===== src/rtl/tsao_pkg.sv =====
// constants, register map and field layout of the t1 signaling and alarm block
package tsao_pkg;
   // register word addresses
   localparam logic [3:0] ADDR_CTRL    = 4'h0;
   localparam logic [3:0] ADDR_SIG     = 4'h1;
   localparam logic [3:0] ADDR_PORT    = 4'h2;
   localparam logic [3:0] ADDR_STATUS  = 4'h3;
   localparam logic [3:0] ADDR_IRQ_EN  = 4'h4;
   localparam logic [3:0] ADDR_IRQ_CLR = 4'h5;
   localparam logic [3:0] ADDR_STATE   = 4'h6;
   // control register fields
   localparam int CTRL_W        = 5;
   localparam int CTRL_CCS_SEL  = 0;
   localparam int CTRL_ISDN_PRI = 1;
   localparam int CTRL_ESF      = 2;
   localparam int CTRL_B8ZS     = 3;
   localparam int CTRL_SW_TRBL  = 4;
   localparam logic [4:0] CTRL_RESET = 5'h00;
   // port configuration fields
   localparam int PORT_W        = 3;
   localparam int PORT_XFER_EN  = 2;
   localparam logic [2:0] PORT_RESET = 3'h0;
   localparam logic [1:0] FUNC_NONE    = 2'h0;
   localparam logic [1:0] FUNC_TROUBLE = 2'h1;
   localparam logic [1:0] FUNC_PF_ALM  = 2'h2;
   localparam logic [1:0] FUNC_BUSYOUT = 2'h3;
   // status, enable and clear share this layout
   localparam int EVT_W         = 3;
   localparam int EVT_TROUBLE   = 0;
   localparam int EVT_PWR_FAIL  = 1;
   localparam int EVT_SUPERFRM  = 2;
   localparam logic [2:0] EVT_RESET = 3'h0;
   // frame structure
   localparam int CHANS         = 24;
   localparam logic [4:0] LAST_CHAN  = 5'h17;
   localparam logic [2:0] LAST_FRAME = 3'h5;
   localparam logic [2:0] ROB_FRAME  = 3'h5;
   localparam logic [23:0] SIG_RESET = 24'h000000;
   localparam logic [23:0] CCS_MASK  = 24'h7FFFFF;
   // synchroniser reset level of the alarm pins
   localparam logic [1:0] SYNC_RESET = 2'h0;
endpackage


===== src/rtl/tsao_top.sv =====
// t1 signaling inserter with trouble, power-fail and transfer outputs
//
// Overview of operation
// robbed-bit mode replaces channel lsb with signaling in every sixth frame
// common-channel mode packs channel 1-23 signaling into channel 24 word
// common-channel mode never passes payload in channel 24
// mode select applies to t1 only; isdn primary rate forces common-channel
// robbed-bit channels are voice only, never flagged clear for data
// clear 64k data only with isdn, esf, common-channel and b8zs together
// software should pick robbed-bit for voice-only links, esf in general
// detected malfunction closes contacts of the port set as trouble alarm
// power failure closes contacts of the port set as power-fail alarm
// power failure shorts the busy-out pair of a busy-out port
// transfer jack idle normally, connects its line only on power loss
// software must not put a transfer phone on a power-fail alarm port
// frame counter wraps modulo six, aligned to the superframe
`timescale 1ns/1ps
`default_nettype none
module tsao_top (
   input  wire logic        ref_clk,
   input  wire logic        reset,
   // register port
   input  wire logic [3:0]  reg_addr,
   input  wire logic [31:0] reg_wdata,
   input  wire logic        reg_wr,
   input  wire logic        reg_rd,
   output logic      [31:0] reg_rdata,
   output logic             irq,
   // outgoing channel stream, same clock
   input  wire logic        in_valid,
   input  wire logic [7:0]  in_data,
   input  wire logic        frame_start,
   input  wire logic        superframe_start,
   output logic             out_valid,
   output logic      [7:0]  out_data,
   output logic             out_frame_start,
   output logic             out_clear_ok,
   // alarm pins, asynchronous
   input  wire logic        trouble_in,
   input  wire logic        power_fail_in,
   output logic             trouble_contact,
   output logic             pf_alarm_contact,
   output logic             busy_out_short,
   output logic             transfer_connect
);
   typedef struct packed {
      logic [tsao_pkg::CTRL_W-1:0] ctrl;
      logic [23:0]                 sig;
      logic [tsao_pkg::PORT_W-1:0] port;
      logic [tsao_pkg::EVT_W-1:0]  sts;
      logic [tsao_pkg::EVT_W-1:0]  ien;
      logic [31:0]                 rdata;
      logic [4:0]                  chan;
      logic [2:0]                  frame;
      logic                        ovalid;
      logic [7:0]                  odata;
      logic                        ofirst;
      logic                        oclear;
      logic                        trbl_c;
      logic                        pfa_c;
      logic                        busy_c;
      logic                        xfer_c;
      logic                        trbl_q;
      logic                        pf_q;
   } tsao_state_type;

   tsao_state_type st_ff;
   tsao_state_type nxt_st;

   logic [1:0] pins_sync;
   logic       trouble_s;
   logic       pwr_fail_s;
   logic       eff_ccs;
   logic       trouble_now;
   logic       clear_cfg;
   logic [4:0] cur_chan;
   logic [2:0] cur_frame;
   logic       is_rob_slot;
   logic       is_ccs_slot;
   logic [7:0] ccs_word;
   logic [2:0] evt_set;
   logic [2:0] evt_clr;

   // effective mode: isdn overrides the t1 selection
   function automatic logic ccs_active(input logic [4:0] c);
      ccs_active = c[tsao_pkg::CTRL_ISDN_PRI] | c[tsao_pkg::CTRL_CCS_SEL];
   endfunction

   // which octet of the 23 signaling bits rides in this frame
   function automatic logic [7:0] ccs_octet(input logic [23:0] s,
                                            input logic [2:0]  f);
      logic [23:0] m;
      m = s & tsao_pkg::CCS_MASK;
      case (f)
         3'h0, 3'h3: ccs_octet = m[7:0];
         3'h1, 3'h4: ccs_octet = m[15:8];
         default:    ccs_octet = m[23:16];
      endcase
   endfunction

   tsao_sync2 u_sync (
      .ref_clk  (ref_clk),
      .reset    (reset),
      .async_in ({power_fail_in, trouble_in}),
      .sync_out (pins_sync)
   );
   assign trouble_s  = pins_sync[0];
   assign pwr_fail_s = pins_sync[1];

   // per-byte position and mode decode
   always_comb begin
      eff_ccs     = ccs_active(st_ff.ctrl);
      trouble_now = trouble_s | st_ff.ctrl[tsao_pkg::CTRL_SW_TRBL];
      clear_cfg   = st_ff.ctrl[tsao_pkg::CTRL_ISDN_PRI]
                  & st_ff.ctrl[tsao_pkg::CTRL_ESF]
                  & st_ff.ctrl[tsao_pkg::CTRL_B8ZS]
                  & eff_ccs;
      cur_chan    = frame_start ? 5'h00 : st_ff.chan;
      if (!frame_start) begin
         cur_frame = st_ff.frame;
      end else if (superframe_start) begin
         cur_frame = 3'h0;
      end else if (st_ff.frame == tsao_pkg::LAST_FRAME) begin
         cur_frame = 3'h0;
      end else begin
         cur_frame = st_ff.frame + 3'h1;
      end
      is_rob_slot = !eff_ccs && (cur_frame == tsao_pkg::ROB_FRAME);
      is_ccs_slot = eff_ccs && (cur_chan == tsao_pkg::LAST_CHAN);
      ccs_word    = ccs_octet(st_ff.sig, cur_frame);
   end

   // event sources and software clears
   always_comb begin
      evt_set = 3'h0;
      evt_set[tsao_pkg::EVT_TROUBLE]  = trouble_now & ~st_ff.trbl_q;
      evt_set[tsao_pkg::EVT_PWR_FAIL] = pwr_fail_s & ~st_ff.pf_q;
      evt_set[tsao_pkg::EVT_SUPERFRM] = in_valid & frame_start
                                      & superframe_start;
      evt_clr = (reg_wr && reg_addr == tsao_pkg::ADDR_IRQ_CLR)
              ? reg_wdata[tsao_pkg::EVT_W-1:0] : 3'h0;
   end

   // next-state logic of the whole block
   always_comb begin
      nxt_st = st_ff;
      // register writes
      if (reg_wr) begin
         case (reg_addr)
            tsao_pkg::ADDR_CTRL:
               nxt_st.ctrl = reg_wdata[tsao_pkg::CTRL_W-1:0];
            tsao_pkg::ADDR_SIG:    nxt_st.sig = reg_wdata[23:0];
            tsao_pkg::ADDR_PORT:
               nxt_st.port = reg_wdata[tsao_pkg::PORT_W-1:0];
            tsao_pkg::ADDR_IRQ_EN:
               nxt_st.ien = reg_wdata[tsao_pkg::EVT_W-1:0];
            default: nxt_st.ien = st_ff.ien;
         endcase
      end
      // sticky status, a new event beats a clear
      nxt_st.sts = (st_ff.sts & ~evt_clr) | evt_set;
      // read data for the next cycle only, zero when unmapped
      nxt_st.rdata = 32'h00000000;
      if (reg_rd) begin
         case (reg_addr)
            tsao_pkg::ADDR_CTRL:   nxt_st.rdata = {27'h0, st_ff.ctrl};
            tsao_pkg::ADDR_SIG:    nxt_st.rdata = {8'h00, st_ff.sig};
            tsao_pkg::ADDR_PORT:   nxt_st.rdata = {29'h0, st_ff.port};
            tsao_pkg::ADDR_STATUS: nxt_st.rdata = {29'h0, st_ff.sts};
            tsao_pkg::ADDR_IRQ_EN: nxt_st.rdata = {29'h0, st_ff.ien};
            tsao_pkg::ADDR_STATE:
               nxt_st.rdata = {18'h00000, st_ff.trbl_c, st_ff.pfa_c,
                               st_ff.busy_c, st_ff.xfer_c, clear_cfg,
                               eff_ccs, st_ff.frame, st_ff.chan};
            default: nxt_st.rdata = 32'h00000000;
         endcase
      end
      // stream: one-cycle registered path
      nxt_st.ovalid = in_valid;
      if (in_valid) begin
         nxt_st.ofirst = frame_start;
         nxt_st.frame  = cur_frame;
         nxt_st.chan   = (cur_chan == tsao_pkg::LAST_CHAN)
                       ? 5'h00 : cur_chan + 5'h01;
         if (is_ccs_slot) begin
            nxt_st.odata  = ccs_word;
            nxt_st.oclear = 1'b0;
         end else if (is_rob_slot) begin
            nxt_st.odata  = {in_data[7:1], st_ff.sig[cur_chan]};
            nxt_st.oclear = 1'b0;
         end else begin
            nxt_st.odata  = in_data;
            nxt_st.oclear = clear_cfg;
         end
      end else begin
         nxt_st.ofirst = 1'b0;
         nxt_st.oclear = 1'b0;
      end
      // alarm contacts follow the programmed port function
      nxt_st.trbl_q = trouble_now;
      nxt_st.pf_q   = pwr_fail_s;
      nxt_st.trbl_c = trouble_now
                    && st_ff.port[1:0] == tsao_pkg::FUNC_TROUBLE;
      nxt_st.pfa_c  = pwr_fail_s
                    && st_ff.port[1:0] == tsao_pkg::FUNC_PF_ALM;
      nxt_st.busy_c = pwr_fail_s
                    && st_ff.port[1:0] == tsao_pkg::FUNC_BUSYOUT;
      // a misconfigured alarm port keeps its phone cut off
      nxt_st.xfer_c = pwr_fail_s
                    && st_ff.port[tsao_pkg::PORT_XFER_EN]
                    && st_ff.port[1:0] != tsao_pkg::FUNC_PF_ALM;
   end

   always_ff @(posedge ref_clk or posedge reset) begin
      if (reset) begin
         st_ff        <= '0;
         st_ff.ctrl   <= tsao_pkg::CTRL_RESET;
         st_ff.sig    <= tsao_pkg::SIG_RESET;
         st_ff.port   <= tsao_pkg::PORT_RESET;
         st_ff.sts    <= tsao_pkg::EVT_RESET;
         st_ff.ien    <= tsao_pkg::EVT_RESET;
      end else begin
         st_ff <= nxt_st;
      end
   end

   // outputs straight from flops; irq ors status flops masked by enables
   assign reg_rdata        = st_ff.rdata;
   assign irq              = |(st_ff.sts & st_ff.ien);
   assign out_valid        = st_ff.ovalid;
   assign out_data         = st_ff.odata;
   assign out_frame_start  = st_ff.ofirst;
   assign out_clear_ok     = st_ff.oclear;
   assign trouble_contact  = st_ff.trbl_c;
   assign pf_alarm_contact = st_ff.pfa_c;
   assign busy_out_short   = st_ff.busy_c;
   assign transfer_connect = st_ff.xfer_c;
endmodule
`default_nettype wire


===== src/rtl/tsao_sync2.sv =====
// two flip-flop synchroniser for the asynchronous alarm pins
`timescale 1ns/1ps
`default_nettype none
module tsao_sync2 (
   input  wire logic       ref_clk,
   input  wire logic       reset,
   input  wire logic [1:0] async_in,
   output logic      [1:0] sync_out
);
   typedef struct packed {
      logic [1:0] meta;
      logic [1:0] stable;
   } tsao_sync_type;

   tsao_sync_type st_ff;
   tsao_sync_type nxt_st;

   // first stage feeds only the second stage
   always_comb begin
      nxt_st        = st_ff;
      nxt_st.meta   = async_in;
      nxt_st.stable = st_ff.meta;
   end

   always_ff @(posedge ref_clk or posedge reset) begin
      if (reset) begin
         st_ff <= '{meta: tsao_pkg::SYNC_RESET, stable: tsao_pkg::SYNC_RESET};
      end else begin
         st_ff <= nxt_st;
      end
   end

   assign sync_out = st_ff.stable;
endmodule
`default_nettype wire


===== config.mk =====
export PLATFORM = sky130hd
export DESIGN_NAME = tsao_top
export DESIGN_NICKNAME = d
export VERILOG_FILES = /design/src/rtl/tsao_pkg.sv /design/src/rtl/tsao_top.sv /design/src/rtl/tsao_sync2.sv
export SDC_FILE = /design/constraint.sdc
export NUM_CORES = 1
export LEC_CHECK = 0
export BUFFER_PORTS_ARGS = -buffer_cell sky130_fd_sc_hd__buf_2
export CAP_MARGIN = 20
export CORE_MARGIN = 3
export CORE_UTILIZATION = 54
export DETAILED_ROUTE_END_ITERATION = 8
export MAX_ROUTING_LAYER = met4
export PLACE_DENSITY = 0.86
export REMOVE_ABC_BUFFERS = 1
export SYNTH_ARGS = -nofsm -noshare
export SYNTH_HDL_FRONTEND = slang
export SYNTH_HIERARCHICAL = 1
export SYNTH_SLANG_ARGS = --single-unit

===== constraint.sdc =====
create_clock -name ref_clk -period 3.35 [get_ports ref_clk]
set_input_delay 0.8375 -clock ref_clk [delete_from_list [all_inputs] [get_ports ref_clk]]
set_output_delay 0.8375 -clock ref_clk [all_outputs]
set_load 0.05 [all_outputs]

Word-level counts from Yosys, hierarchy flattened --
Cells that the tools add are included. Widths: inputs -> output; s select.
Storage, ports and cells: register bits 99, logic and storage cells 88, output and inout port bits 48, bits of input ports 53
Operators by class: bitwise gates (word level) 15, multiplexer cells 16, reductions and logical operators 18, magnitude comparators 1, eq/ne operators 16, $add $sub $neg 2
Operators by type and width (number):
- $pmux 24 s6 | 1
- $mux 24 | 1
- $pmux 8 s2 | 1
- $eq 4x3->1 const B | 3
- $mux 3 | 4
- $mux 5 | 2
- $eq 3x3->1 const B | 3
- $eq 4x2->1 const B | 2
- $logic_and 1x1->1 | 8
- $mux 8 | 1
- $reduce_and 2->1 | 4
- $and 1x1->1 | 7
- $and 3x3->3 | 2
- $lt 5x6->1 const B | 1
- $add 5x1->5 const B | 1
- $bmux 1 s5 | 1
- $eq 5x5->1 const B | 1
- $eq 2x2->1 const B | 2
- $eq 4x1->1 const B | 1
- $logic_not 4->1 | 1
- $mux 1 | 4
- $reduce_or 2->1 | 2
- $add 3x1->3 const B | 1
- $eq 3x1->1 const B | 1
- other kinds (11) | 13

Logic depth before layout (Yosys ltp) --
Gate-level depths: netlist of run 1.
depth in word-level cells 9, gate-level depth with buffers 10, mapped depth without buffers 8

Hierarchy --
Netlist of run 1, hierarchy kept.
By module, submodules not included:
- tsao_top | sequential area each 2177.1 µm², cells each 397, area each 4386.7 µm², instances 1
- tsao_sync2 | sequential area each 100.1 µm², cells each 5, area each 103.8 µm², instances 1

Worst setup path after synthesis of run 1 --
No wires, ideal clock.
path kind input-to-reg, start point input port frame_start, end point register st_ff, in the netlist out_data[1], path buffers 3, slack 0.796 ns, stages on the path 10, required time 3.228 ns, arrival time 2.432 ns, setup time 0.122 ns, path through buf_2 > buf_4 > nor2_1 > ha_1 > nand3_1 > or2_1 > clkbuf_1 > a221o_1 > a21oi_1 > o2bb2ai_1
Between the ends: word-level cells in the longest chain between the ends 5, elaborated cells on any way between the ends 12, classes of those cells eq/ne (4); mux (4); reduce/logical (4)
RTL lines:
- start: declaration | RTL line tsao_top.sv:32 | input wire logic frame_start,
- $mux 3 | RTL line tsao_top.sv:119 | if (!frame_start) begin
- $eq 3x1->1, or another cell as far along | RTL line tsao_top.sv:94 | case (f)
- $reduce_or 2->1 | RTL line tsao_top.sv:94
- $pmux 8 s2 | RTL line tsao_top.sv:94
- $mux 8 (*) | RTL line tsao_top.sv:185 | if (is_ccs_slot) begin
- end signal: assignment | RTL line tsao_top.sv:223 | st_ff <= nxt_st;
- end: declaration | RTL line tsao_top.sv:67 | tsao_state_type st_ff;
Every way passes the cells marked *; elsewhere a longest branch is shown, timed or not. A chain may end at the register's enable or synchronous reset.

Final worst setup path of run 1 --
start point register st_ff[21] (netlist bit), end point register st_ff, in the netlist out_data[2]
Between the ends: word-level cells in the longest chain between the ends 4
RTL lines:
- $mux 5 | RTL line tsao_top.sv:118 | cur_chan = frame_start ? 5'h00 : st_ff.chan;
- $eq 5x5->1 | RTL line tsao_top.sv:129 | is_ccs_slot = eff_ccs && (cur_chan == tsao_pkg::LAST_CHAN);
- $logic_and 1x1->1 | RTL line tsao_top.sv:129
- $mux 8 | RTL line tsao_top.sv:185
No other way between the ends.

==> metrics.txt, run 1 <==
# TYPE chip_impl_metric gauge
chip_impl_info{name="run_status",value="finished clean"} 1
chip_impl_metric{name="synth_seq_cells",unit=""} 91
chip_impl_metric{name="power.sequential.fraction",unit=""} 0.508
chip_impl_metric{name="placeableCoreArea",unit="mm²"} 0.00789
chip_impl_metric{name="largest_net_degree_at_the_start_of_global_routing",unit=""} 45
chip_impl_metric{name="reg2reg_depth",unit=""} 8
chip_impl_info{name="hp-class",value="input port to asynchronous set/reset pin"} 1
chip_impl_metric{name="fin_nets",unit=""} 502
chip_impl_metric{name="drv_slew",unit=""} 0
chip_impl_metric{name="cts_sinks",unit=""} 91
chip_impl_info{name="most-common-layout-cells",value="sky130_fd_sc_hd__dfrtp_1 (91), sky130_fd_sc_hd__buf_2 (84), sky130_fd_sc_hd__mux2_2 (40)"} 1
chip_impl_metric{name="cts-root-to-sink-buffers",unit=""} 2
chip_impl_metric{name="grt_first_pass_wirelength",unit="mm"} 17.2
chip_impl_metric{name="layout-drive-gt1-share",unit=""} 0.347
chip_impl_metric{name="cp.buffers_inverters",unit=""} 1
chip_impl_info{name="layout_commonest_cell",value="sky130_fd_sc_hd__dfrtp_1"} 1
chip_impl_metric{name="powerDensity",unit="mW/mm²"} 560
chip_impl_metric{name="postRouteWirelength",unit="mm"} 10.6
chip_impl_metric{name="worst_ep_arrival_time",unit="ns"} 2.81
chip_impl_metric{name="finalPower",unit="mW"} 2.76
chip_impl_info{name="grt_setup_unrepaired",value="false"} 1
chip_impl_metric{name="clock_transition_at_the_register_clock_pins_on_the_worst_setup_and_hold_paths_after_cts",unit="ns"} 0.09
chip_impl_metric{name="cts.htree.levels",unit=""} 3
chip_impl_info{name="cp_top_family",value="simple AND/OR/NAND/NOR gates"} 1
chip_impl_metric{name="place.detailed.hpwl",unit="mm"} 7.75
chip_impl_metric{name="count_of_flip_flops_with_a_built_in_enable_after_synthesis",unit=""} 0
chip_impl_metric{name="clock_latency",unit="ns"} 0.36
chip_impl_metric{name="report.final.hold_viol_count",unit=""} 0
chip_impl_metric{name="antenna_found_initial",unit=""} 0
chip_impl_metric{name="power_leakage",unit="nW"} 2.39
chip_impl_metric{name="die_width",unit="µm"} 97.2
chip_impl_metric{name="crit_path_cell_count",unit=""} 8
chip_impl_metric{name="placement.io_buffers",unit=""} 84
chip_impl_metric{name="vias",unit=""} 3299
chip_impl_metric{name="netSwitchingFraction",unit=""} 0.319
chip_impl_info{name="path_cells",value="inv_1 -> nor2_1 -> ha_1 -> nand3_1 -> or2_1 -> a221o_1 -> a21oi_1 -> o2bb2ai_1"} 1
chip_impl_metric{name="globalRouteOverflowTotal",unit=""} 0
chip_impl_metric{name="critPathMaxStageDelay",unit="ns"} 0.61
chip_impl_metric{name="first_iter_violations",unit=""} 374
chip_impl_info{name="type_of_the_worst_setup_path",value="flip-flop to flip-flop"} 1
chip_impl_metric{name="fp.dieArea",unit="mm²"} 0.00945
chip_impl_info{name="reg2reg_to",value="out_data[2]"} 1
chip_impl_info{name="critPathSlowestCell",value="sky130_fd_sc_hd__dfrtp_1"} 1
chip_impl_metric{name="post-route-drc-count",unit=""} 0
chip_impl_metric{name="n_antenna_cell",unit=""} 0
chip_impl_metric{name="max-cap-violations",unit=""} 0
chip_impl_metric{name="pin_count",unit=""} 101
chip_impl_metric{name="synth.yosys.seq_area_share",unit=""} 0.507
chip_impl_metric{name="worstMarginPinSlew",unit="ns"} 0.982
chip_impl_metric{name="synthesis.instances",unit=""} 402
chip_impl_metric{name="yosysWarnings",unit=""} 6
chip_impl_metric{name="slew-limit-headroom",unit=""} 0.338
chip_impl_metric{name="groute.usage.overall",unit=""} 0.236
chip_impl_metric{name="routedWlPerCell",unit="µm"} 19.1
chip_impl_metric{name="largest_vdd_supply_drop",unit="mV"} 0.343
chip_impl_metric{name="timing.fmax",unit="MHz"} 389
chip_impl_metric{name="final_cycle_utilization_of_the_critical_path",unit=""} 0.767
chip_impl_metric{name="cts_repair_resize_count",unit=""} 0
chip_impl_metric{name="required",unit="ns"} 3.59
chip_impl_metric{name="area_growth_syn_to_layout",unit="%"} 9.78
chip_impl_metric{name="number_of_buffers_added_by_the_clock_tree_synthesis_step",unit=""} 9
chip_impl_metric{name="detail_route.vias_per_cell",unit=""} 5.95
chip_impl_metric{name="power_frac_comb",unit=""} 0.198
chip_impl_info{name="worstSetupStartpointType",value="flip-flop"} 1
chip_impl_info{name="crit-reg2reg-launch",value="st_ff[21]"} 1
chip_impl_metric{name="p_int",unit="mW"} 1.88
chip_impl_metric{name="finalWeightedCongestion",unit=""} 0.953
chip_impl_metric{name="setup-tns-final",unit="ns"} 0
chip_impl_metric{name="syn-mean-instance-area",unit="µm²"} 11.2
chip_impl_metric{name="final_antenna_net_count",unit=""} 0
chip_impl_metric{name="final_core_utilization",unit=""} 0.625
chip_impl_metric{name="initial_core_util",unit=""} 0.569
chip_impl_metric{name="netSwitchingPower",unit="mW"} 0.882
chip_impl_metric{name="report.final.setup_viol",unit=""} 0
chip_impl_metric{name="r2r_slack",unit="ns"} 0.78
chip_impl_metric{name="dp.cells",unit=""} 539
chip_impl_metric{name="synth-async-reset-ratio",unit=""} 1.00
chip_impl_info{name="dominantRegCellSynth",value="sky130_fd_sc_hd__dfrtp_1"} 1
chip_impl_metric{name="crit_fanout",unit=""} 11
chip_impl_metric{name="postCtsSetupRepairBufs",unit=""} 0
chip_impl_info{name="tritoncts",value="yes"} 1
chip_impl_metric{name="instances_no_fill",unit=""} 554
chip_impl_metric{name="core.rowCount",unit=""} 32
chip_impl_metric{name="fill_cells",unit=""} 624
chip_impl_metric{name="synth.cell_area",unit="mm²"} 0.00449
chip_impl_metric{name="setup_ws",unit="ns"} 0.781
chip_impl_metric{name="timing.final.crit_period",unit="ns"} 2.57
chip_impl_metric{name="drt_pass1_iterations",unit=""} 5
chip_impl_metric{name="die_height",unit="µm"} 97.2
chip_impl_metric{name="detailedPlace.worstSlack",unit="ns"} 0.538
chip_impl_info{name="critPathCaptureType",value="flip-flop"} 1
chip_impl_metric{name="final_setup_skew",unit="ns"} 0.00931
chip_impl_metric{name="synth.distinct_cells",unit=""} 50
chip_impl_metric{name="share_clk_of_total_power",unit=""} 0.294
chip_impl_metric{name="hold_buffers",unit=""} 0
chip_impl_metric{name="grt_pass1_vias",unit=""} 3382
chip_impl_info{name="clk_root_buffer_cell",value="sky130_fd_sc_hd__clkbuf_8"} 1
==> sequential cells by signal, summed over array words and instances (netlist names) <==
name / count
st_ff: 48
busy_out_short: 1
transfer_connect: 1
reg_rdata: 24
out_data: 8
u_sync/nxt_st: 2
out_frame_start: 1
trouble_contact: 1
out_clear_ok: 1
out_valid: 1
u_sync/sync_out: 2
pf_alarm_contact: 1
==> kinds of logic after synthesis <==
kind of cell / after synthesis / share of synthesized area
AO/OA/AOI/OAI: 85 / 0.134
adder cells (fa/ha/maj): 1 / 0.00279
buffers and inverters: 74 / 0.100
flip-flops: 91 / 0.507
multiplexers: 54 / 0.144
other: 1 / 0.000835
AND/OR/NAND/NOR: 96 / 0.111
==> how the worst max path moves through the flow <==
| stage | slack [ns] | endpoint | start |
|---|---|---|---|
| finish | 0.78 | out_data[2] | st_ff[21] |
| global placement | 0.59 | out_data[2] | frame_start |
| floorplan | 0.26 | busy_out_short | reset |
| global route | 0.64 | out_data[2] | st_ff[21] |
| detailed placement | 0.54 | out_data[4] | frame_start |
| CTS | 0.86 | out_data[4] | st_ff[21] |
==> stage by stage <==
step                      hold WS [ns]  area [µm²]
final                            0.349        4930
after global routing             0.339        4930
after CTS                        0.347        4930
after detailed placement         0.346        4710
after global placement           0.335        4710
after floorplan                  0.331        4120
==> cell usage after synthesis, drive strengths merged (2+ instances only) <==
| cell type | count | area [µm²] |
|---|---|---|
| dfrtp | 91 | 2280 |
| buf | 52 | 368 |
| mux2 | 41 | 465 |
| nor2 | 25 | 93.8 |
| o21ai | 24 | 124 |
| nand2 | 23 | 86.3 |
| a21oi | 17 | 85.1 |
| and3 | 13 | 86.3 |
| inv | 13 | 48.8 |
| clkbuf | 9 | 33.8 |
| mux2i | 9 | 90.1 |
| a221o | 8 | 81.3 |
| a22oi | 8 | 60.1 |
| o2bb2ai | 8 | 70.1 |
| nand3 | 7 | 35.0 |
| nor2b | 6 | 37.5 |
| nor3 | 5 | 25.0 |
| mux4 | 4 | 90.1 |
| a221oi | 3 | 26.3 |
| a222oi | 3 | 30.0 |
| a32oi | 3 | 26.3 |
| nand2b | 3 | 26.3 |
| nand3b | 3 | 22.5 |
| a21o | 2 | 15.0 |
| a22o | 2 | 17.5 |
| and2 | 2 | 12.5 |
| nand4 | 2 | 12.5 |
| nor3b | 2 | 20.0 |
| o31ai | 2 | 15.0 |
| or2 | 2 | 12.5 |
==> routing by layer <==
| metal | wire (µm) | vias to the layer above | track usage | share of wire |
|---|---|---|---|---|
| met5 | 0 | - | - | 0 |
| met1 | 4240 | 1611 | 0.295 | 0.40 |
| met3 | 747 | 31 | 0.0445 | 0.071 |
| met2 | 5250 | 178 | 0.384 | 0.50 |
| met4 | 317 | 0 | 0.0875 | 0.030 |
| li1 | - | 1479 | - | - |
==> power groups by stage <==
stage	combinational [mW]	sequential, mW	clock, mW
4_1_cts	0.550	1.40	0.825
2_1_floorplan	0.323	1.44	0
5_1_grt	0.595	1.42	0.868
6_report	0.547	1.40	0.813
3_3_place_gp	0.527	1.41	0
3_5_place_dp	0.546	1.42	0
==> area by class of cell <==
type,count,area [µm²],share of cell area
multi-input combinational,244,1790,0.363
timing repair buffer,89,470,0.0954
inverter,13,50.0,0.0102
tap,102,128,0.0259
sequential,91,2280,0.462
clock inverter,6,91.3,0.0185
clock buffer,9,124,0.0251
Power figures use the tool's default switching activity.
==> inputs of run 2 (changes only) <==
Settings changed: ABC_AREA set to 1, CORE_UTILIZATION 54 to 49, PLACE_DENSITY 0.86 to 0.82.
Clock period 3.35 ns to 2.29 ns, I/O delays scaled along.
==> run 2 against run 1 <==
Compared with the run above:
- wire length rose by 6.5%
- highest routed layer unchanged
- combinational power up 64%
- clock skew grew 0.0069 ns
==> metrics.txt, run 2 <==
# TYPE chip_impl_metric gauge
chip_impl_metric{name="post-route-drc-count",unit=""} 0
chip_impl_metric{name="regArea",unit="mm²"} 0.00228
chip_impl_metric{name="synth.cell_area",unit="mm²"} 0.00452
chip_impl_info{name="most-common-layout-cells",value="sky130_fd_sc_hd__nand2_1 (113), sky130_fd_sc_hd__dfrtp_1 (91), sky130_fd_sc_hd__buf_2 (84)"} 1
chip_impl_metric{name="fp.dieArea",unit="mm²"} 0.0104
chip_impl_metric{name="count_of_flip_flops_with_a_built_in_enable_after_synthesis",unit=""} 0
chip_impl_metric{name="drt_pass1_iterations",unit=""} 5
chip_impl_metric{name="n_antenna_cell",unit=""} 0
chip_impl_metric{name="finalPower",unit="mW"} 3.92
chip_impl_metric{name="yosysWarnings",unit=""} 6
chip_impl_metric{name="grt_first_pass_wirelength",unit="mm"} 18.0
chip_impl_metric{name="synthesized_area_fraction_occupied_by_xor_and_xnor_cells",unit=""} 0.00388
chip_impl_metric{name="largest_vdd_supply_drop",unit="mV"} 0.352
chip_impl_metric{name="multiInputGateArea",unit="mm²"} 0.00164
chip_impl_metric{name="cts_repair_resize_count",unit=""} 0
chip_impl_metric{name="slew-limit-headroom",unit=""} 0.652
chip_impl_metric{name="adder_and_majority_gate_portion_of_the_synthesized_area",unit=""} 0.00277
chip_impl_metric{name="largest_register_ffs",unit=""} 48
chip_impl_metric{name="timing.fmax",unit="MHz"} 558
chip_impl_metric{name="worstMarginPinSlew",unit="ns"} 0.521
chip_impl_info{name="synth.area.top_cells",value="sky130_fd_sc_hd__dfrtp_1 (50%), sky130_fd_sc_hd__nand2_1 (9.4%), sky130_fd_sc_hd__buf_4 (6.6%)"} 1
chip_impl_info{name="crit-reg2reg-launch",value="st_ff[17]"} 1
chip_impl_info{name="dominantRegCellSynth",value="sky130_fd_sc_hd__dfrtp_1"} 1
chip_impl_metric{name="required",unit="ns"} 2.59
chip_impl_metric{name="synthSimpleGateAreaFrac",unit=""} 0.224
chip_impl_metric{name="post_dp_cell_area",unit="mm²"} 0.00478
chip_impl_metric{name="cts-root-to-sink-buffers",unit=""} 2
chip_impl_info{name="run_status",value="finished clean"} 1
chip_impl_metric{name="report.final.hold_viol_count",unit=""} 0
chip_impl_info{name="type_of_the_worst_setup_path",value="input port to flip-flop"} 1
chip_impl_info{name="synth_top_area_cell",value="sky130_fd_sc_hd__dfrtp_1"} 1
chip_impl_metric{name="clock_transition_at_the_register_clock_pins_on_the_worst_setup_and_hold_paths_after_cts",unit="ns"} 0.10
chip_impl_metric{name="area_growth_syn_to_layout",unit="%"} 10.2
chip_impl_metric{name="die_width",unit="µm"} 102
chip_impl_metric{name="timing.final.crit_period",unit="ns"} 1.79
chip_impl_metric{name="fill_cells",unit=""} 825
chip_impl_info{name="top_register",value="st_ff"} 1
chip_impl_metric{name="synth-compound-area-share",unit=""} 0.125
chip_impl_metric{name="die_height",unit="µm"} 102
chip_impl_metric{name="core.rowCount",unit=""} 34
chip_impl_info{name="combinational_family_with_the_most_area_after_synthesis",value="simple AND/OR/NAND/NOR gates"} 1
chip_impl_metric{name="worst_ep_arrival_time",unit="ns"} 2.09
chip_impl_metric{name="hold_buffers",unit=""} 0
chip_impl_metric{name="layout-drive-gt1-share",unit=""} 0.216
chip_impl_info{name="reg2reg_to",value="out_data[6]"} 1
chip_impl_metric{name="final_antenna_net_count",unit=""} 0
chip_impl_metric{name="placement.io_buffers",unit=""} 84
chip_impl_metric{name="clock_latency",unit="ns"} 0.37
chip_impl_info{name="critPathSlowestCell",value="sky130_fd_sc_hd__nand4_4"} 1
chip_impl_metric{name="power_leakage",unit="nW"} 2.66
chip_impl_info{name="critPathLaunch",value="frame_start"} 1
chip_impl_info{name="tritoncts",value="yes"} 1
chip_impl_metric{name="crit_fanout",unit=""} 15
chip_impl_info{name="path_cells",value="buf_2 -> inv_4 -> nand2_4 -> inv_4 -> ha_1 -> nand4_4 -> a21oi_1 -> a21oi_1 -> a21oi_1"} 1
chip_impl_metric{name="syn-mean-instance-area",unit="µm²"} 8.28
chip_impl_metric{name="postCtsSetupRepairBufs",unit=""} 0
chip_impl_metric{name="cts_sinks",unit=""} 91
chip_impl_metric{name="groute.usage.overall",unit=""} 0.230
chip_impl_metric{name="postRouteWirelength",unit="mm"} 11.2
chip_impl_metric{name="powerDensity",unit="mW/mm²"} 788
chip_impl_info{name="most_used_standard_cell_by_instance_count_after_synthesis",value="sky130_fd_sc_hd__nand2_1"} 1
chip_impl_info{name="grt_setup_unrepaired",value="false"} 1
chip_impl_metric{name="multiplexer_share_of_the_synthesized_area",unit=""} 0
chip_impl_metric{name="place.detailed.hpwl",unit="mm"} 8.26
chip_impl_metric{name="vias",unit=""} 3764
chip_impl_metric{name="largest_net_degree_at_the_start_of_global_routing",unit=""} 88
chip_impl_metric{name="grt_pass1_vias",unit=""} 3662
chip_impl_metric{name="globalRouteOverflowTotal",unit=""} 0
chip_impl_metric{name="antenna_found_initial",unit=""} 0
chip_impl_metric{name="synth-async-reset-ratio",unit=""} 1.00
chip_impl_metric{name="pin_count",unit=""} 101
chip_impl_info{name="worstSetupStartpointType",value="input port"} 1
chip_impl_metric{name="finalInstanceArea",unit="mm²"} 0.00498
chip_impl_metric{name="cts.htree.levels",unit=""} 3
chip_impl_metric{name="placeableCoreArea",unit="mm²"} 0.00885
chip_impl_metric{name="detail_route.vias_per_cell",unit=""} 5.27
chip_impl_metric{name="synth_seq_cells",unit=""} 91
chip_impl_metric{name="drv_slew",unit=""} 0
chip_impl_info{name="layout_commonest_cell",value="sky130_fd_sc_hd__nand2_1"} 1
chip_impl_metric{name="setup-tns-final",unit="ns"} 0
chip_impl_info{name="clk_root_buffer_cell",value="sky130_fd_sc_hd__clkbuf_8"} 1
chip_impl_metric{name="synth.yosys.seq_area_share",unit=""} 0.504
chip_impl_metric{name="reg2reg_depth",unit=""} 9
chip_impl_metric{name="final_cycle_utilization_of_the_critical_path",unit=""} 0.782
chip_impl_metric{name="final_core_utilization",unit=""} 0.563
chip_impl_info{name="critPathCaptureType",value="flip-flop"} 1
chip_impl_metric{name="max-cap-violations",unit=""} 0
chip_impl_metric{name="synth.distinct_cells",unit=""} 35
chip_impl_metric{name="r2r_slack",unit="ns"} 0.58
chip_impl_info{name="synth.top_cells.by_count",value="sky130_fd_sc_hd__nand2_1 (113), sky130_fd_sc_hd__dfrtp_1 (91), sky130_fd_sc_hd__nor2_1 (60)"} 1
chip_impl_metric{name="first_iter_violations",unit=""} 212
chip_impl_metric{name="critPathMaxStageDelay",unit="ns"} 0.27
chip_impl_metric{name="final_setup_skew",unit="ns"} 0.0162
chip_impl_metric{name="synthesis.instances",unit=""} 546
chip_impl_metric{name="fin_nets",unit=""} 655
chip_impl_metric{name="number_of_buffers_added_by_the_clock_tree_synthesis_step",unit=""} 9
chip_impl_metric{name="routedWlPerCell",unit="µm"} 15.7
chip_impl_metric{name="synthDominantCellAreaShare",unit=""} 0.504
chip_impl_metric{name="finalWeightedCongestion",unit=""} 0.889
chip_impl_metric{name="initial_core_util",unit=""} 0.511
chip_impl_info{name="cpMostUsedCell",value="sky130_fd_sc_hd__a21oi_1"} 1
chip_impl_info{name="hp-class",value="input port to asynchronous set/reset pin"} 1
chip_impl_metric{name="report.final.setup_viol",unit=""} 0
## run 2: changes by cell type after synthesis, sizes merged, moves of 18 or more
cell   delta
a21oi    +37
inv      +49
nand2    +96
mux2     -41
o21ai    +18
nand3    +33
nor2     +37
## run 2: cell type report
| cell class | count | share of cell area |
|---|---|---|
| Clock buffer | 9 | 0.0249 |
| Clock inverter | 7 | 0.0153 |
| Inverter | 62 | 0.0480 |
| Multi-Input combinational cell | 345 | 0.328 |
| Sequential cell | 91 | 0.457 |
| Tap cell | 108 | 0.0271 |
| Timing Repair Buffer | 92 | 0.0990 |
## run 2: where the power goes
part | total [mW] | switching [mW] | leakage [nW] | internal, mW
clock | 1.09 | 0.657 | 0.103 | 0.436
sequential | 1.93 | 0.141 | 1.12 | 1.79
combinational | 0.899 | 0.651 | 1.44 | 0.248
## run 2: layer usage
layer	vias up	share of wire	wire (µm)	global-route usage
met3	10	0.064	714	0.0410
met5	-	0	0	-
met2	132	0.49	5470	0.365
li1	1803	-	-	-
met4	0	0.0096	108	0.0545
met1	1819	0.44	4950	0.308
## run 2: critical path: cells and delay by family
family,cells,cell delay [ns]
AOI/OAI and AO/OA,3,0.51
buffers and inverters,3,0.42
adders and majority gates,1,0.23
and+or+nand+nor,2,0.34
## run 2: kinds of logic (layout without fill, tap and decap cells)
family | after synthesis | in the layout
xor gates and xnor gates | 2 | 2
AOI/OAI and AO/OA | 105 | 105
and+or+nand+nor | 229 | 229
other | 1 | 8
adders and majority gates | 1 | 1
DFF | 91 | 91
buffers and inverters | 117 | 170
## run 2: per-stage QoR
stage          setup WS [ns]  cells  hold slack [ns]
2_1_floorplan         -0.533    498            0.331
3_3_place_gp           0.240    698            0.338
3_5_place_dp           0.152    698            0.336
4_1_cts                0.508    714           0.0753
5_1_grt                0.315    714           0.0854
6_report               0.499    714           0.0849
## run 2: worst max path at each step
stage                      to  slack (ns)  cells past startpoint
2_1_floorplan  busy_out_short       -0.53                      1
3_3_place_gp      out_data[0]        0.24                      9
3_5_place_dp      out_data[0]        0.15                      9
4_1_cts                   irq        0.51                      3
5_1_grt           out_data[0]        0.32                      9
6_report          out_data[0]        0.50                      9
==> inputs of run 3 (changes only) <==
Clock period 2.29 ns to 1.59 ns, I/O delays scaled along.
==> run 3 against run 2 <==
Compared with the run above:
- setup slack lost 0.47 ns
- clock-buffer cell count increased by 1
- sequential power grew 44%
- register-to-register slack got worse by 0.55 ns
- sequential share of layout area fell by 3.9 points
- final cell count up 4.8%
- global-route usage rose by 0.60 points
- critical path depth is 1 lower
==> metrics.txt, run 3 (synthesized netlist as in run 2, its figures left out) <==
# TYPE chip_impl_metric gauge
chip_impl_metric{name="area_growth_syn_to_layout",unit="%"} 20.5
chip_impl_info{name="tritoncts",value="yes"} 1
chip_impl_metric{name="power_leakage",unit="nW"} 2.89
chip_impl_metric{name="layout-drive-gt1-share",unit=""} 0.298
chip_impl_metric{name="clock_transition_at_the_register_clock_pins_on_the_worst_setup_and_hold_paths_after_cts",unit="ns"} 0.09
chip_impl_metric{name="report.final.setup_viol",unit=""} 0
chip_impl_metric{name="worst_ep_arrival_time",unit="ns"} 1.81
chip_impl_metric{name="powerDensity",unit="mW/mm²"} 1100
chip_impl_metric{name="power.sequential.fraction",unit=""} 0.462
chip_impl_metric{name="drt_pass1_iterations",unit=""} 5
chip_impl_metric{name="fill_cells",unit=""} 761
chip_impl_metric{name="crit_fanout",unit=""} 7
chip_impl_metric{name="place.detailed.hpwl",unit="mm"} 8.57
chip_impl_metric{name="routedWlPerCell",unit="µm"} 16.2
chip_impl_metric{name="required",unit="ns"} 1.83
chip_impl_info{name="layout_commonest_cell",value="sky130_fd_sc_hd__nand2_1"} 1
chip_impl_metric{name="finalWeightedCongestion",unit=""} 0.928
chip_impl_metric{name="cts.htree.levels",unit=""} 3
chip_impl_metric{name="antenna_found_initial",unit=""} 0
chip_impl_metric{name="grt_first_pass_wirelength",unit="mm"} 18.4
chip_impl_metric{name="netSwitchingFraction",unit=""} 0.356
chip_impl_info{name="critPathSlowestCell",value="sky130_fd_sc_hd__dfrtp_1"} 1
chip_impl_metric{name="first_iter_violations",unit=""} 295
chip_impl_metric{name="fin_nets",unit=""} 689
chip_impl_info{name="path_cells",value="nand2_1 -> nand2_1 -> nand3_4 -> o21ai_4 -> buf_4 -> a21oi_1 -> o21ai_1 -> a21oi_1"} 1
chip_impl_metric{name="setup_ws",unit="ns"} 0.0269
chip_impl_metric{name="vias",unit=""} 3928
chip_impl_metric{name="largest_vdd_supply_drop",unit="mV"} 0.506
chip_impl_metric{name="fp.dieArea",unit="mm²"} 0.0104
chip_impl_metric{name="n_antenna_cell",unit=""} 0
chip_impl_info{name="clk_root_buffer_cell",value="sky130_fd_sc_hd__clkbuf_8"} 1
chip_impl_metric{name="p_int",unit="mW"} 3.87
chip_impl_info{name="top_register",value="st_ff"} 1
chip_impl_info{name="critPathCaptureType",value="flip-flop"} 1
chip_impl_metric{name="power_frac_comb",unit=""} 0.260
chip_impl_info{name="type_of_the_worst_setup_path",value="flip-flop to flip-flop"} 1
chip_impl_metric{name="max-cap-violations",unit=""} 0
chip_impl_metric{name="largest_register_ffs",unit=""} 48
chip_impl_metric{name="number_of_buffers_added_by_the_clock_tree_synthesis_step",unit=""} 9
chip_impl_metric{name="final_cycle_utilization_of_the_critical_path",unit=""} 0.983
chip_impl_metric{name="groute.usage.overall",unit=""} 0.236
chip_impl_metric{name="largest_net_degree_at_the_start_of_global_routing",unit=""} 88
chip_impl_metric{name="critPathMaxStageDelay",unit="ns"} 0.46
chip_impl_metric{name="drv_slew",unit=""} 0
chip_impl_metric{name="finalPower",unit="mW"} 6.01
chip_impl_info{name="most-common-layout-cells",value="sky130_fd_sc_hd__nand2_1 (100), sky130_fd_sc_hd__dfrtp_1 (90), sky130_fd_sc_hd__buf_2 (83)"} 1
chip_impl_metric{name="core.rowCount",unit=""} 34
chip_impl_metric{name="clock_latency",unit="ns"} 0.36
chip_impl_metric{name="post-route-drc-count",unit=""} 0
chip_impl_metric{name="die_width",unit="µm"} 102
chip_impl_metric{name="report.final.hold_viol_count",unit=""} 0
chip_impl_metric{name="hold_ws",unit="ns"} 0.137
chip_impl_metric{name="detailedPlace.worstSlack",unit="ns"} -0.191
chip_impl_info{name="grt_setup_unrepaired",value="true"} 1
chip_impl_metric{name="pin_count",unit=""} 101
chip_impl_metric{name="die_height",unit="µm"} 102
chip_impl_info{name="run_status",value="finished clean"} 1
chip_impl_metric{name="share_clk_of_total_power",unit=""} 0.278
chip_impl_metric{name="final_setup_skew",unit="ns"} 0.0106
chip_impl_metric{name="postRouteWirelength",unit="mm"} 12.1
chip_impl_info{name="hp-class",value="input port to flip-flop"} 1
chip_impl_metric{name="detail_route.vias_per_cell",unit=""} 5.25
chip_impl_metric{name="grt_pass1_vias",unit=""} 3857
chip_impl_metric{name="timing.final.crit_period",unit="ns"} 1.56
chip_impl_metric{name="netSwitchingPower",unit="mW"} 2.14
chip_impl_metric{name="timing.fmax",unit="MHz"} 640
chip_impl_metric{name="cts-root-to-sink-buffers",unit=""} 2
chip_impl_metric{name="cts_sinks",unit=""} 91
chip_impl_metric{name="placeableCoreArea",unit="mm²"} 0.00885
chip_impl_metric{name="initial_core_util",unit=""} 0.511
chip_impl_metric{name="globalRouteOverflowTotal",unit=""} 0
chip_impl_info{name="worstSetupStartpointType",value="flip-flop"} 1
chip_impl_metric{name="placement.io_buffers",unit=""} 84
chip_impl_metric{name="final_antenna_net_count",unit=""} 0
[run 3: final timing paths]
kind | start | end | slack [ns] | cells past startpoint
min in group asynchronous | reset | u_sync/sync_out[1] | 0.46 | 3
worst min-delay path | power_fail_in | u_sync/nxt_st[1] | 0.14 | 1
worst max-delay path | st_ff[19] | out_data[4] | 0.03 | 8
worst max register to register | st_ff[19] | out_data[4] | 0.03 | 8
worst min register to register | u_sync/nxt_st[1] | u_sync/sync_out[1] | 0.37 | 0
max in group asynchronous | reset | st_ff[17] | 0.55 | 4
[run 3: power by group through the flow]
stage	sequential (mW)	clock [mW]	combinational [mW]
6_report	2.78	1.67	1.56
5_1_grt	2.81	1.79	1.71
4_1_cts	2.77	1.68	1.39
3_5_place_dp	2.81	0	1.37
3_3_place_gp	2.81	0	1.33
2_1_floorplan	2.94	0	0.727
[run 3: cell type report]
type / count / area (µm²) / share of cell area
multi-input combinational: 346 / 1780 / 0.327
clock buffer: 10 / 138 / 0.0253
timing repair buffer: 125 / 807 / 0.148
sequential: 91 / 2280 / 0.418
tap: 108 / 135 / 0.0248
clock inverter: 6 / 71.3 / 0.0131
inverter: 62 / 239 / 0.0439
[run 3: worst max-delay path, delay by kind of cell, from the launching register on]
family | cells | cell delay, ns
and+or+nand+nor | 3 | 0.33
buffers and inverters | 1 | 0.19
DFF | 1 | 0.46
AOI/OAI and AO/OA | 4 | 0.48
[run 3: timing repair]
| item | 4_1_cts | 5_1_grt |
|---|---|---|
| endpoints found under the hold margin | 4 | 0 |
| endpoints found under the setup margin | 8 | 9 |
| pin swaps | 0 | 12 |
| buffers inserted | 0 | 9 |
| cloned | 0 | 2 |
| gates resized for setup | 3 | 42 |
| hold buffers | 1 | 0 |
[run 3: per-layer routing]
layer / vias up / track usage / wire length, µm / share of wire
li1: 1882 / - / - / -
met1: 1874 / 0.299 / 5250 / 0.43
met2: 148 / 0.376 / 5890 / 0.48
met5: - / - / 0 / 0
met3: 24 / 0.0505 / 766 / 0.063
met4: 0 / 0.0787 / 235 / 0.019
[run 3: metrics by stage]
stage                     setup TNS (ns)  area, µm²  cells  utilization
final                                  0       5450    748        0.616
after detailed placement           -1.41       4980    720        0.563
after CTS                       -0.00950       5210    737        0.589
after floorplan                   -99.25       4150    498            -
after global placement             -1.03       4980    720        0.563
after global routing              -0.516       5450    748        0.616
